### config.mk
export PLATFORM = sky130hd
export DESIGN_NAME = ecad_decoder
export DESIGN_NICKNAME = d
export VERILOG_FILES = /design/src/ecad_pkg.sv /design/src/ecad_line_if.sv /design/src/ecad_sampler.sv /design/src/ecad_decoder.sv
export SDC_FILE = /design/constraint.sdc
export NUM_CORES = 1
export LEC_CHECK = 0
export ABC_AREA = 1
export BUFFER_PORTS_ARGS = -buffer_cell sky130_fd_sc_hd__buf_2
export CAP_MARGIN = 20
export CORE_ASPECT_RATIO = 0.8
export CORE_MARGIN = 5
export CORE_UTILIZATION = 60
export CTS_BUF_LIST = sky130_fd_sc_hd__clkbuf_4
export CTS_CLUSTER_SIZE = 8
export DETAILED_ROUTE_END_ITERATION = 6
export PLACE_DENSITY = 0.92
export SLEW_MARGIN = 20
export SYNTH_ARGS = -nofsm -noshare
export SYNTH_HDL_FRONTEND = slang
export SYNTH_SLANG_ARGS = --single-unit
export TNS_END_PERCENT = 50
### constraint.sdc
create_clock -name mclk -period 2.5 [get_ports mclk]
set_input_delay 0.375 -clock mclk [delete_from_list [all_inputs] [get_ports mclk]]
set_output_delay 0.375 -clock mclk [all_outputs]
set_load 0.01 [all_outputs]
### src/ecad_pkg.sv
// Package: constants and types shared by the EEPROM client address decoder
package ecad_pkg;
  // Device type code expected in address bits 7..4; value is arbitrary
  localparam logic [3:0] ECAD_TYPE_CODE = 4'h5;
  // Field positions inside the device address byte
  localparam int ECAD_TYPE_MSB = 7;
  localparam int ECAD_TYPE_LSB = 4;
  localparam int ECAD_SEL_UPPER_POS = 3;
  localparam int ECAD_SEL_LOWER_POS = 2;
  localparam int ECAD_BIT9_POS = 2;
  localparam int ECAD_BIT8_POS = 1;
  localparam int ECAD_RW_POS = 0;
  // Array geometry per variant
  localparam int ECAD_ROW_BYTES = 16;
  localparam int ECAD_ROWS_4K = 32;
  localparam int ECAD_ROWS_8K = 64;
  localparam int ECAD_ADDR_W = 10;
  localparam logic [9:0] ECAD_SIZE_4K = 10'(ECAD_ROWS_4K * ECAD_ROW_BYTES);
  localparam logic [9:0] ECAD_SIZE_8K_M1 = 10'(ECAD_ROWS_8K * ECAD_ROW_BYTES - 1);
  // Bits per byte and the acknowledge slot
  localparam logic [3:0] ECAD_BITS_PER_BYTE = 4'h8;
  localparam logic [3:0] ECAD_ACK_SLOT = 4'h9;
  // Reset values
  localparam logic [9:0] ECAD_ADDR_RST = 10'h000;
  localparam logic [7:0] ECAD_BYTE_RST = 8'h00;
  typedef enum logic [2:0] {
    ST_IDLE,
    ST_DEV_BYTE,
    ST_DEV_ACK,
    ST_WORD_BYTE,
    ST_WORD_ACK,
    ST_DATA,
    ST_IGNORE
  } ecad_state_t;
endpackage

### src/ecad_line_if.sv
// Interface: sampled bus lines and edge events from the line sampler
`timescale 1ns/1ps
`default_nettype none
interface ecad_line_if;
  logic clk_rise;
  logic clk_fall;
  logic start_seen;
  logic stop_seen;
  logic data_level;
  modport src (output clk_rise, output clk_fall, output start_seen, output stop_seen,
    output data_level);
  modport dst (input clk_rise, input clk_fall, input start_seen, input stop_seen,
    input data_level);
endinterface
`default_nettype wire

### src/ecad_sampler.sv
// Line sampler: synchronises serial clock and data, finds edges and start/stop
`timescale 1ns/1ps
`default_nettype none
module ecad_sampler
(
  input wire logic mclk,
  input wire logic resetn,
  input wire logic scl_in,
  input wire logic sda_in,
  ecad_line_if.src lines
);
  logic [1:0] scl_sync_reg;
  logic [1:0] sda_sync_reg;
  logic scl_last_reg;
  logic sda_last_reg;

  // Two-stage synchronisers; first stage feeds only the second
  always_ff @(posedge mclk)
  begin
    if (!resetn)
    begin
      scl_sync_reg <= 2'h3;
      sda_sync_reg <= 2'h3;
      scl_last_reg <= 1'b1;
      sda_last_reg <= 1'b1;
    end
    else
    begin
      scl_sync_reg <= {scl_sync_reg[0], scl_in};
      sda_sync_reg <= {sda_sync_reg[0], sda_in};
      scl_last_reg <= scl_sync_reg[1];
      sda_last_reg <= sda_sync_reg[1];
    end
  end

  // Edge and condition detection on the synchronised copies
  assign lines.clk_rise = scl_sync_reg[1] && !scl_last_reg;
  assign lines.clk_fall = !scl_sync_reg[1] && scl_last_reg;
  assign lines.start_seen = scl_sync_reg[1] && scl_last_reg && sda_last_reg && !sda_sync_reg[1];
  assign lines.stop_seen = scl_sync_reg[1] && scl_last_reg && !sda_last_reg && sda_sync_reg[1];
  assign lines.data_level = sda_sync_reg[1];
endmodule
`default_nettype wire

### src/ecad_decoder.sv
// Top: two-wire EEPROM client device/word address decoder
// Contract
// - 4K variant: 32 rows of 16 bytes
// - 8K variant: 64 rows of 16 bytes
// - Address byte after start gates all access
// - Bits 7..4 compared to type code
// - 4K: bits 3,2 against select pins
// - 4K: bit 1 becomes address bit 8
// - Bit 0 one reads, zero writes
// - Acknowledge match in ninth clock, else silent
// - Floating select pin compares as zero
// - Pinless package compares select bits with zero
// - Word address byte follows device byte
// - 8K: bits 2,1 become address bits 9,8
// - 8K: only bit 3 against select pin
// - Word byte gives address bits 7..0
// - MSB first, sample rising, drive falling
// - Ack low through ninth high, then release
`timescale 1ns/1ps
`default_nettype none
module ecad_decoder
(
  input wire logic mclk,
  input wire logic resetn,
  input wire logic variant_8k,
  input wire logic pinless_pkg,
  input wire logic client_select_upper,
  input wire logic client_select_lower,
  input wire logic scl_in,
  input wire logic sda_in,
  output logic sda_out,
  output logic sda_oe_n,
  output logic addr_match,
  output logic read_sel,
  output logic word_addr_valid,
  output logic [ecad_pkg::ECAD_ADDR_W-1:0] word_addr,
  output logic word_addr_bit8,
  output logic word_addr_bit9
);
  import ecad_pkg::*;

  ecad_line_if lines();
  ecad_state_t state_reg;
  logic [3:0] bit_cnt_reg;
  logic [7:0] shift_reg;
  logic [1:0] upper_sync_reg;
  logic [1:0] lower_sync_reg;
  logic [1:0] variant_sync_reg;
  logic [1:0] pinless_sync_reg;
  logic ack_drive_reg;
  logic match_reg;
  logic read_reg;
  logic addr_valid_reg;
  logic [ECAD_ADDR_W-1:0] addr_reg;
  logic sel_upper;
  logic sel_lower;
  logic dev_match;
  logic [7:0] byte_in;
  logic byte_done;

  // ==========================================================
  // Line sampling
  ecad_sampler u_sampler
  (
    .mclk(mclk),
    .resetn(resetn),
    .scl_in(scl_in),
    .sda_in(sda_in),
    .lines(lines)
  );

  // Select pins and variant straps are pins too, so synchronise them
  always_ff @(posedge mclk)
  begin
    if (!resetn)
    begin
      upper_sync_reg <= 2'h0;
      lower_sync_reg <= 2'h0;
      variant_sync_reg <= 2'h0;
      pinless_sync_reg <= 2'h0;
    end
    else
    begin
      upper_sync_reg <= {upper_sync_reg[0], client_select_upper};
      lower_sync_reg <= {lower_sync_reg[0], client_select_lower};
      variant_sync_reg <= {variant_sync_reg[0], variant_8k};
      pinless_sync_reg <= {pinless_sync_reg[0], pinless_pkg};
    end
  end

  // ==========================================================
  // Address compare
  // Absent or floating pins read as zero; pinless package forces zero
  assign sel_upper = pinless_sync_reg[1] ? 1'b0 : upper_sync_reg[1];
  assign sel_lower = pinless_sync_reg[1] ? 1'b0 : lower_sync_reg[1];
  assign byte_in = {shift_reg[6:0], lines.data_level};
  assign byte_done = lines.clk_rise && (bit_cnt_reg == ECAD_BITS_PER_BYTE - 4'h1);

  // Type code always; 8K checks only the upper select bit
  always_comb
  begin
    dev_match = (byte_in[ECAD_TYPE_MSB:ECAD_TYPE_LSB] == ECAD_TYPE_CODE);
    if (byte_in[ECAD_SEL_UPPER_POS] != sel_upper)
    begin
      dev_match = 1'b0;
    end
    if (!variant_sync_reg[1] && (byte_in[ECAD_SEL_LOWER_POS] != sel_lower))
    begin
      dev_match = 1'b0;
    end
  end

  // ==========================================================
  // Protocol sequencing
  // A start anywhere restarts decoding, even from the ignore state
  always_ff @(posedge mclk)
  begin
    if (!resetn)
    begin
      state_reg <= ST_IDLE;
      bit_cnt_reg <= 4'h0;
      shift_reg <= ECAD_BYTE_RST;
    end
    else if (lines.start_seen)
    begin
      state_reg <= ST_DEV_BYTE;
      bit_cnt_reg <= 4'h0;
      shift_reg <= ECAD_BYTE_RST;
    end
    else if (lines.stop_seen)
    begin
      state_reg <= ST_IDLE;
      bit_cnt_reg <= 4'h0;
    end
    else
    begin
      unique case (state_reg)
        ST_IDLE, ST_IGNORE, ST_DATA:
        begin
          bit_cnt_reg <= 4'h0;
        end
        ST_DEV_BYTE, ST_WORD_BYTE:
        begin
          if (lines.clk_rise)
          begin
            shift_reg <= byte_in;
            bit_cnt_reg <= bit_cnt_reg + 4'h1;
          end
          if (byte_done && state_reg == ST_DEV_BYTE)
          begin
            state_reg <= dev_match ? ST_DEV_ACK : ST_IGNORE;
          end
          else if (byte_done)
          begin
            state_reg <= ST_WORD_ACK;
          end
        end
        ST_DEV_ACK, ST_WORD_ACK:
        begin
          if (lines.clk_rise)
          begin
            bit_cnt_reg <= bit_cnt_reg + 4'h1;
          end
          // Leave after the ninth clock falls
          if (lines.clk_fall && bit_cnt_reg == ECAD_ACK_SLOT)
          begin
            bit_cnt_reg <= 4'h0;
            if (state_reg == ST_DEV_ACK && !read_reg)
            begin
              state_reg <= ST_WORD_BYTE;
            end
            else
            begin
              state_reg <= ST_DATA;
            end
          end
        end
      endcase
    end
  end

  // ==========================================================
  // Acknowledge driver
  // Drive low from the eighth falling edge to the ninth; on falls only
  always_ff @(posedge mclk)
  begin
    if (!resetn || lines.start_seen || lines.stop_seen)
    begin
      ack_drive_reg <= 1'b0;
    end
    else if (lines.clk_fall)
    begin
      ack_drive_reg <= (state_reg == ST_DEV_ACK || state_reg == ST_WORD_ACK) &&
        (bit_cnt_reg == ECAD_BITS_PER_BYTE);
    end
  end

  // Open drain: output always low, enable (active low) only while acking
  // Set on the same fall as the ack flag: one stage less keeps the line low
  // before a fast host raises the ninth clock, so no false start is seen
  always_ff @(posedge mclk)
  begin
    if (!resetn || lines.start_seen || lines.stop_seen)
    begin
      sda_out <= 1'b0;
      sda_oe_n <= 1'b1;
    end
    else if (lines.clk_fall)
    begin
      sda_out <= 1'b0;
      sda_oe_n <= !((state_reg == ST_DEV_ACK || state_reg == ST_WORD_ACK) &&
        (bit_cnt_reg == ECAD_BITS_PER_BYTE));
    end
  end

  // ==========================================================
  // Decoded address and direction
  always_ff @(posedge mclk)
  begin
    if (!resetn)
    begin
      match_reg <= 1'b0;
      read_reg <= 1'b0;
      addr_valid_reg <= 1'b0;
      addr_reg <= ECAD_ADDR_RST;
    end
    else if (lines.start_seen)
    begin
      match_reg <= 1'b0;
      addr_valid_reg <= 1'b0;
    end
    else if (byte_done && state_reg == ST_DEV_BYTE && dev_match)
    begin
      match_reg <= 1'b1;
      read_reg <= byte_in[ECAD_RW_POS];
      addr_reg[8] <= byte_in[ECAD_BIT8_POS];
      // 9-bit space in 4K keeps bit 9 at zero
      addr_reg[9] <= variant_sync_reg[1] ? byte_in[ECAD_BIT9_POS] : 1'b0;
    end
    else if (byte_done && state_reg == ST_WORD_BYTE)
    begin
      addr_reg[7:0] <= byte_in;
      addr_valid_reg <= 1'b1;
    end
  end

  // Flop copies of decode results for the ports
  always_ff @(posedge mclk)
  begin
    if (!resetn)
    begin
      addr_match <= 1'b0;
      read_sel <= 1'b0;
      word_addr_valid <= 1'b0;
      word_addr <= ECAD_ADDR_RST;
      word_addr_bit8 <= 1'b0;
      word_addr_bit9 <= 1'b0;
    end
    else
    begin
      addr_match <= match_reg;
      read_sel <= read_reg;
      word_addr_valid <= addr_valid_reg;
      word_addr <= addr_reg;
      word_addr_bit8 <= addr_reg[8];
      word_addr_bit9 <= addr_reg[9];
    end
  end
endmodule
`default_nettype wire

==> flow_summary.json, run 1 <==
{
  "layout.nets": 285,
  "synth.yosys.warnings": 0,
  "placed_cells": 309,
  "power_switching_uw": 356,
  "clock_path_buffers": 2,
  "finalWirelength_mm": 3.51,
  "finalHoldViolCount": 0,
  "power_frac_seq": 0.649,
  "start_kind": "flop",
  "rr_worst_depth": 6,
  "syn-cell-area_mm2": 0.00211,
  "period_minus_slack_ns": 1.57,
  "grt_overflow_total": 0,
  "cp.depth": 6,
  "finalNonFillerCells": 317,
  "dieArea_mm2": 0.00480,
  "maxCapViolCount": 0,
  "clkPwrFrac": 0.268,
  "globalplace.congestion": 0.889,
  "cp_num_buf_inv": 0,
  "regToRegSetupSlack_ns": 0.93,
  "leakagePower_uw": 0.00117,
  "hold_buffers": 0,
  "fin_crit_sh": 0.629,
  "worstPathArrival_ns": 1.91,
  "dr.pass1.iters": 4,
  "clockRootBuffer": "clkbuf_4",
  "post-dp-hpwl_mm": 2.67,
  "hold_depth": 2,
  "peakVddDrop_mv": 0.489,
  "layout-drive-gt1-share": 0.189,
  "seq_area_mm2": 0.00110,
  "critPathKind": "reg2reg",
  "wl_per_cell_um": 11.1,
  "multi_input_area_um2": 781,
  "powerDensity_mw_per_mm2": 611,
  "rows": 19,
  "grt_pass1_wl_mm": 6.41,
  "crit_path_end_kind": "flop",
  "post_cts_resized": 0,
  "die_y_um": 63.0,
  "cp_max_fo": 17,
  "grt_pass1_vias": 1508,
  "switching_share": 0.255,
  "postSynthAreaPerCell_um2": 8.39,
  "rsz0062_at_grt": "no",
  "htree_levels": 2,
  "crit-reg2reg-launch": "bit_cnt_reg[0]",
  "fmaxAchievable_mhz": 636,
  "fin_total_pwr_uw": 1400,
  "post_cts_buffers": 0,
  "timing.final.max_slew_violations": 0,
  "hp-start": "scl_in",
  "critPathTopFamily": "simple AND/OR/NAND/NOR gates",
  "comb_power_share": 0.083,
  "p_int_uw": 1040,
  "grt_max_degree": 18,
  "cpMostUsedCell": "nand3_2",
  "antenna_found_initial": 0,
  "postRouteAntennaNets": 0,
  "die_x_um": 76.3,
  "core_mm2": 0.00340,
  "yosysSeqAreaShare": 0.523,
  "final-setup-viol-count": 0,
  "finalSetupTns_ns": 0,
  "n_antenna_cell": 0,
  "io_pins": 25,
  "syn2layout_area_growth_pct": 8.55,
  "port_buffers": 23,
  "grt_usage": 0.163,
  "avgViaCountPerCell": 5.01,
  "r2r-end": "addr_reg[7]",
  "nFillCells": 278,
  "drc": 0,
  "cp_cell_sequence": "ha_1, nand3_2, nor2_4, nand3_2, o21ai_0, o21a_1",
  "cts_tree": "done",
  "worst_path_max_delay_cell": "dfxtp_1",
  "max_stage_delay_ns": 0.41,
  "yosysUniqueCellTypes": 33,
  "syn_inst": 251,
  "skew_ns": 0.0119,
  "numCtsBuffers": 5,
  "worst_skew_pair.late_latency_ns": 0.38,
  "cts.clk_slew.worst_paths_ns": 0.15,
  "start_util": 0.620,
  "whs_endpoint": "u_sampler.scl_sync_reg[0]",
  "drt_iter0_markers": 107,
  "dpl_cell_area_mm2": 0.00223,
  "synth_seq_cells": 55,
  "hp-class": "in2reg",
  "fin_area_mm2": 0.00229,
  "dr_total_vias": 1589,
  "worstPathRequired_ns": 2.84,
  "status": "completed",
  "synth_nets": 262,
  "cts_sinks": 55
}
-- cell usage in the layout, fill, tap and decap left out, drive strengths merged --
cell type / instances
o211ai: 1
o21bai: 1
o21ai: 17
buf: 24
nand3b: 3
clkinvlp: 1
clkinv: 2
a21oi: 10
xor2: 1
inv: 46
a211oi: 2
nor2: 21
o21a: 8
nand2: 49
nand4: 4
conb: 1
or2: 4
nor3: 1
clkbuf: 5
nand3: 14
a22oi: 1
dfxtp: 55
ha: 3
o31ai: 1
-- worst register-to-register path, delay by kind of cell (launching register included) --
family                     cells  cell delay [ns]
AOI/OAI and AO/OA              2             0.41
adders and majority gates      1             0.18
and+or+nand+nor                3             0.54
DFF                            1             0.41
-- cell families (layout without fill, tap and decap cells) --
family | count (synthesis) | in the layout | synth area share
DFF | 55 | 55 | 0.523
and+or+nand+nor | 96 | 96 | 0.229
adders and majority gates | 3 | 3 | 0.0178
buffers and inverters | 54 | 78 | 0.107
other | 1 | 1 | 0.00178
xor gates and xnor gates | 1 | 1 | 0.00416
AOI/OAI and AO/OA | 41 | 41 | 0.118
-- through the flow --
step	utilization	hold slack (ns)	setup slack, ns
floorplan	-	0.390	1.20
global placement	0.656	0.393	1.05
detailed placement	0.656	0.400	0.966
CTS	0.673	0.165	0.941
global route	0.673	0.156	0.771
finish	0.673	0.178	0.929
-- power groups by stage --
stage	registers, µW	logic, µW	clock network (µW)
global placement	925	111	0
global route	910	132	426
floorplan	924	92.1	0
detailed placement	926	115	0
CTS	907	115	389
finish	907	116	375
-- worst max path at each step --
stage	start	to	slack (ns)
after floorplan	bit_cnt_reg[0]	addr_reg[1]	1.20
after global placement	bit_cnt_reg[0]	addr_reg[1]	1.05
after detailed placement	bit_cnt_reg[0]	addr_reg[1]	0.97
after CTS	bit_cnt_reg[0]	addr_reg[1]	0.94
after global routing	bit_cnt_reg[0]	addr_reg[3]	0.77
final	bit_cnt_reg[0]	addr_reg[7]	0.93
-- area by class of cell --
class | instances | share of cell area
inverter | 46 | 0.0755
tap | 42 | 0.0230
timing repair buffer | 24 | 0.0536
multi-input combinational | 142 | 0.341
clock buffer | 5 | 0.0164
clock inverter | 3 | 0.00875
sequential | 55 | 0.481
-- synthesized netlist by cell type, drive strengths merged --
library cell | instances | area (µm²)
or2 | 4 | 25.0
nand2 | 49 | 194
nand3 | 14 | 97.6
buf | 7 | 48.8
a21oi | 10 | 50.1
nand3b | 3 | 22.5
a211oi | 2 | 15.0
dfxtp | 55 | 1100
nor2 | 21 | 113
conb | 1 | 3.75
clkbuf | 1 | 3.75
o211ai | 1 | 7.51
inv | 46 | 173
xor2 | 1 | 8.76
o31ai | 1 | 12.5
nor3 | 1 | 5.00
o21ai | 17 | 88.8
nand4 | 4 | 25.0
o21bai | 1 | 7.51
o21a | 8 | 60.1
a22oi | 1 | 7.51
ha | 3 | 37.5
-- metal layers --
layer | wire [µm] | up-vias | part of all wire | global-route usage
met1 | 1630 | 696 | 0.46 | 0.197
met2 | 1510 | 59 | 0.43 | 0.259
met4 | 77 | 0 | 0.022 | 0.0895
met3 | 293 | 10 | 0.083 | 0.0476
met5 | 0 | - | 0 | 0
li1 | - | 824 | - | -
(Power assumes the default switching activity.)
==> run 2, diff against run 1 <==
--- a/config.mk
+++ b/config.mk
@@ -10,11 +10,11 @@
 export CAP_MARGIN = 20
 export CORE_ASPECT_RATIO = 0.8
 export CORE_MARGIN = 5
-export CORE_UTILIZATION = 60
+export CORE_UTILIZATION = 53
 export CTS_BUF_LIST = sky130_fd_sc_hd__clkbuf_4
 export CTS_CLUSTER_SIZE = 8
 export DETAILED_ROUTE_END_ITERATION = 6
-export PLACE_DENSITY = 0.92
+export PLACE_DENSITY = 0.86
 export SLEW_MARGIN = 20
 export SYNTH_ARGS = -nofsm -noshare
 export SYNTH_HDL_FRONTEND = slang
==> constraint.sdc (replaced) <==
create_clock -name mclk -period 1.4 [get_ports mclk]
set_input_delay 0.21 -clock mclk [delete_from_list [all_inputs] [get_ports mclk]]
set_output_delay 0.21 -clock mclk [all_outputs]
set_load 0.01 [all_outputs]
==> flow_summary.json, run 2 (same netlist as run 1, synthesis figures left out) <==
{
  "avgViaCountPerCell": 4.87,
  "nFillCells": 319,
  "final_cell_mix": "51 x dfxtp_1, 45 x nand2_1, 40 x inv_1, 23 x buf_2, 13 x nor2_1",
  "rows": 20,
  "io_pins": 25,
  "cp_max_fo": 8,
  "cts_sinks": 55,
  "hp-class": "in2reg",
  "power_switching_uw": 662,
  "rsz0062_at_grt": "yes",
  "dr.pass1.iters": 4,
  "leakagePower_uw": 0.00122,
  "n_antenna_cell": 0,
  "violations": "negative setup slack",
  "drt_iter0_markers": 101,
  "multi_input_area_um2": 897,
  "worstPathRequired_ns": 1.69,
  "crit_path_end_kind": "flop",
  "die_y_um": 66.4,
  "antenna_found_initial": 0,
  "clock_path_buffers": 2,
  "p_int_uw": 2060,
  "die_x_um": 80.5,
  "numCtsBuffers": 5,
  "layout_commonest_cell": "dfxtp_1",
  "period_minus_slack_ns": 1.41,
  "start_util": 0.550,
  "final-setup-viol-count": 1,
  "htree_levels": 2,
  "peakVddDrop_mv": 0.791,
  "switching_share": 0.243,
  "grt_pass1_wl_mm": 6.24,
  "powerDensity_mw_per_mm2": 1080,
  "dieArea_mm2": 0.00534,
  "maxCapViolCount": 0,
  "finalWirelength_mm": 3.91,
  "hold-worst-slack_ns": 0.00535,
  "port_buffers": 23,
  "skew_ns": 0.0188,
  "timing.final.max_slew_violations": 0,
  "fin_crit_sh": 1.01,
  "grt_usage": 0.153,
  "comb_power_share": 0.092,
  "grt_max_degree": 18,
  "status": "finished, violations left",
  "drc": 0,
  "critPathKind": "reg2reg",
  "placed_cells": 327,
  "worst_skew_pair.late_latency_ns": 0.38,
  "dr_total_vias": 1646,
  "clkPwrFrac": 0.314,
  "layout.nets": 293,
  "finalNonFillerCells": 338,
  "worstPathArrival_ns": 1.70,
  "cts.clk_slew.worst_paths_ns": 0.15,
  "power_frac_seq": 0.594,
  "post-dp-hpwl_mm": 2.70,
  "setup_slack_ns": -0.00833,
  "layout-drive-gt1-share": 0.290,
  "postRouteAntennaNets": 0,
  "fmaxAchievable_mhz": 710,
  "clockRootBuffer": "clkbuf_4",
  "seq_area_mm2": 0.00111,
  "grt_overflow_total": 0,
  "cts_tree": "done",
  "start_kind": "flop",
  "syn2layout_area_growth_pct": 19.8,
  "core_mm2": 0.00383,
  "grt_pass1_vias": 1468,
  "finalHoldViolCount": 0,
  "globalplace.congestion": 0.804,
  "wl_per_cell_um": 11.6
}
## run 2: layer usage
metal	track usage	vias up	share of wire
met5	0	-	0
met4	0.0654	0	0.023
met3	0.0409	9	0.061
met2	0.258	44	0.48
met1	0.182	749	0.44
li1	-	844	-
## run 2: path summary, 6_finish.rpt
check | startpoint | endpoint | slack, ns | cells past startpoint
max | bit_cnt_reg[1] | addr_reg[2] | -0.008 | 6
min reg2reg | pinless_sync_reg[0] | pinless_sync_reg[1] | 0.43 | 2
max reg2reg | bit_cnt_reg[1] | addr_reg[2] | -0.008 | 6
min | scl_in | u_sampler.scl_sync_reg[0] | 0.005 | 2
## run 2: repair_timing
action | CTS | global route
hold buffers | 0 | 0
endpoints found under the setup margin | 12 | 19
gates cloned | 0 | 1
setup buffers | 0 | 2
gates resized for setup | 4 | 38
pin swaps | 1 | 11
## run 2: cell type report
| class | count | share of cell area |
|---|---|---|
| Inverter | 46 | 0.0694 |
| Multi-Input combinational cell | 143 | 0.355 |
| Clock inverter | 3 | 0.0169 |
| Tap cell | 55 | 0.0273 |
| Sequential cell | 55 | 0.440 |
| Timing Repair Buffer | 31 | 0.0759 |
| Clock buffer | 5 | 0.0149 |
## run 2: power by group through the flow
stage	registers, µW	logic, µW	clock network (µW)
floorplan	1650	164	0
global placement	1650	209	0
detailed placement	1660	217	0
CTS	1620	220	871
global route	1620	285	954
finish	1620	251	857
## run 2: critical path: stages (launching register included)
cell     delay (ns)
dfxtp_4        0.41
ha_4           0.14
nand3_4        0.07
nor2_4         0.17
buf_12         0.12
nand3_2        0.17
o21a_1         0.23
## run 2: through the flow
step | TNS (ns) | total power (µW) | worst slack (ns) | util | instance area (µm²)
global route | -0.662 | 2860 | -0.0592 | 0.659 | 2520
global placement | 0 | 1860 | 0.00339 | 0.596 | 2280
finish | -0.00833 | 2730 | -0.00833 | 0.659 | 2520
CTS | -0.0159 | 2710 | -0.0159 | 0.621 | 2380
floorplan | 0 | 1810 | 0.0966 | - | 2110
detailed placement | -0.564 | 1870 | -0.0846 | 0.596 | 2280
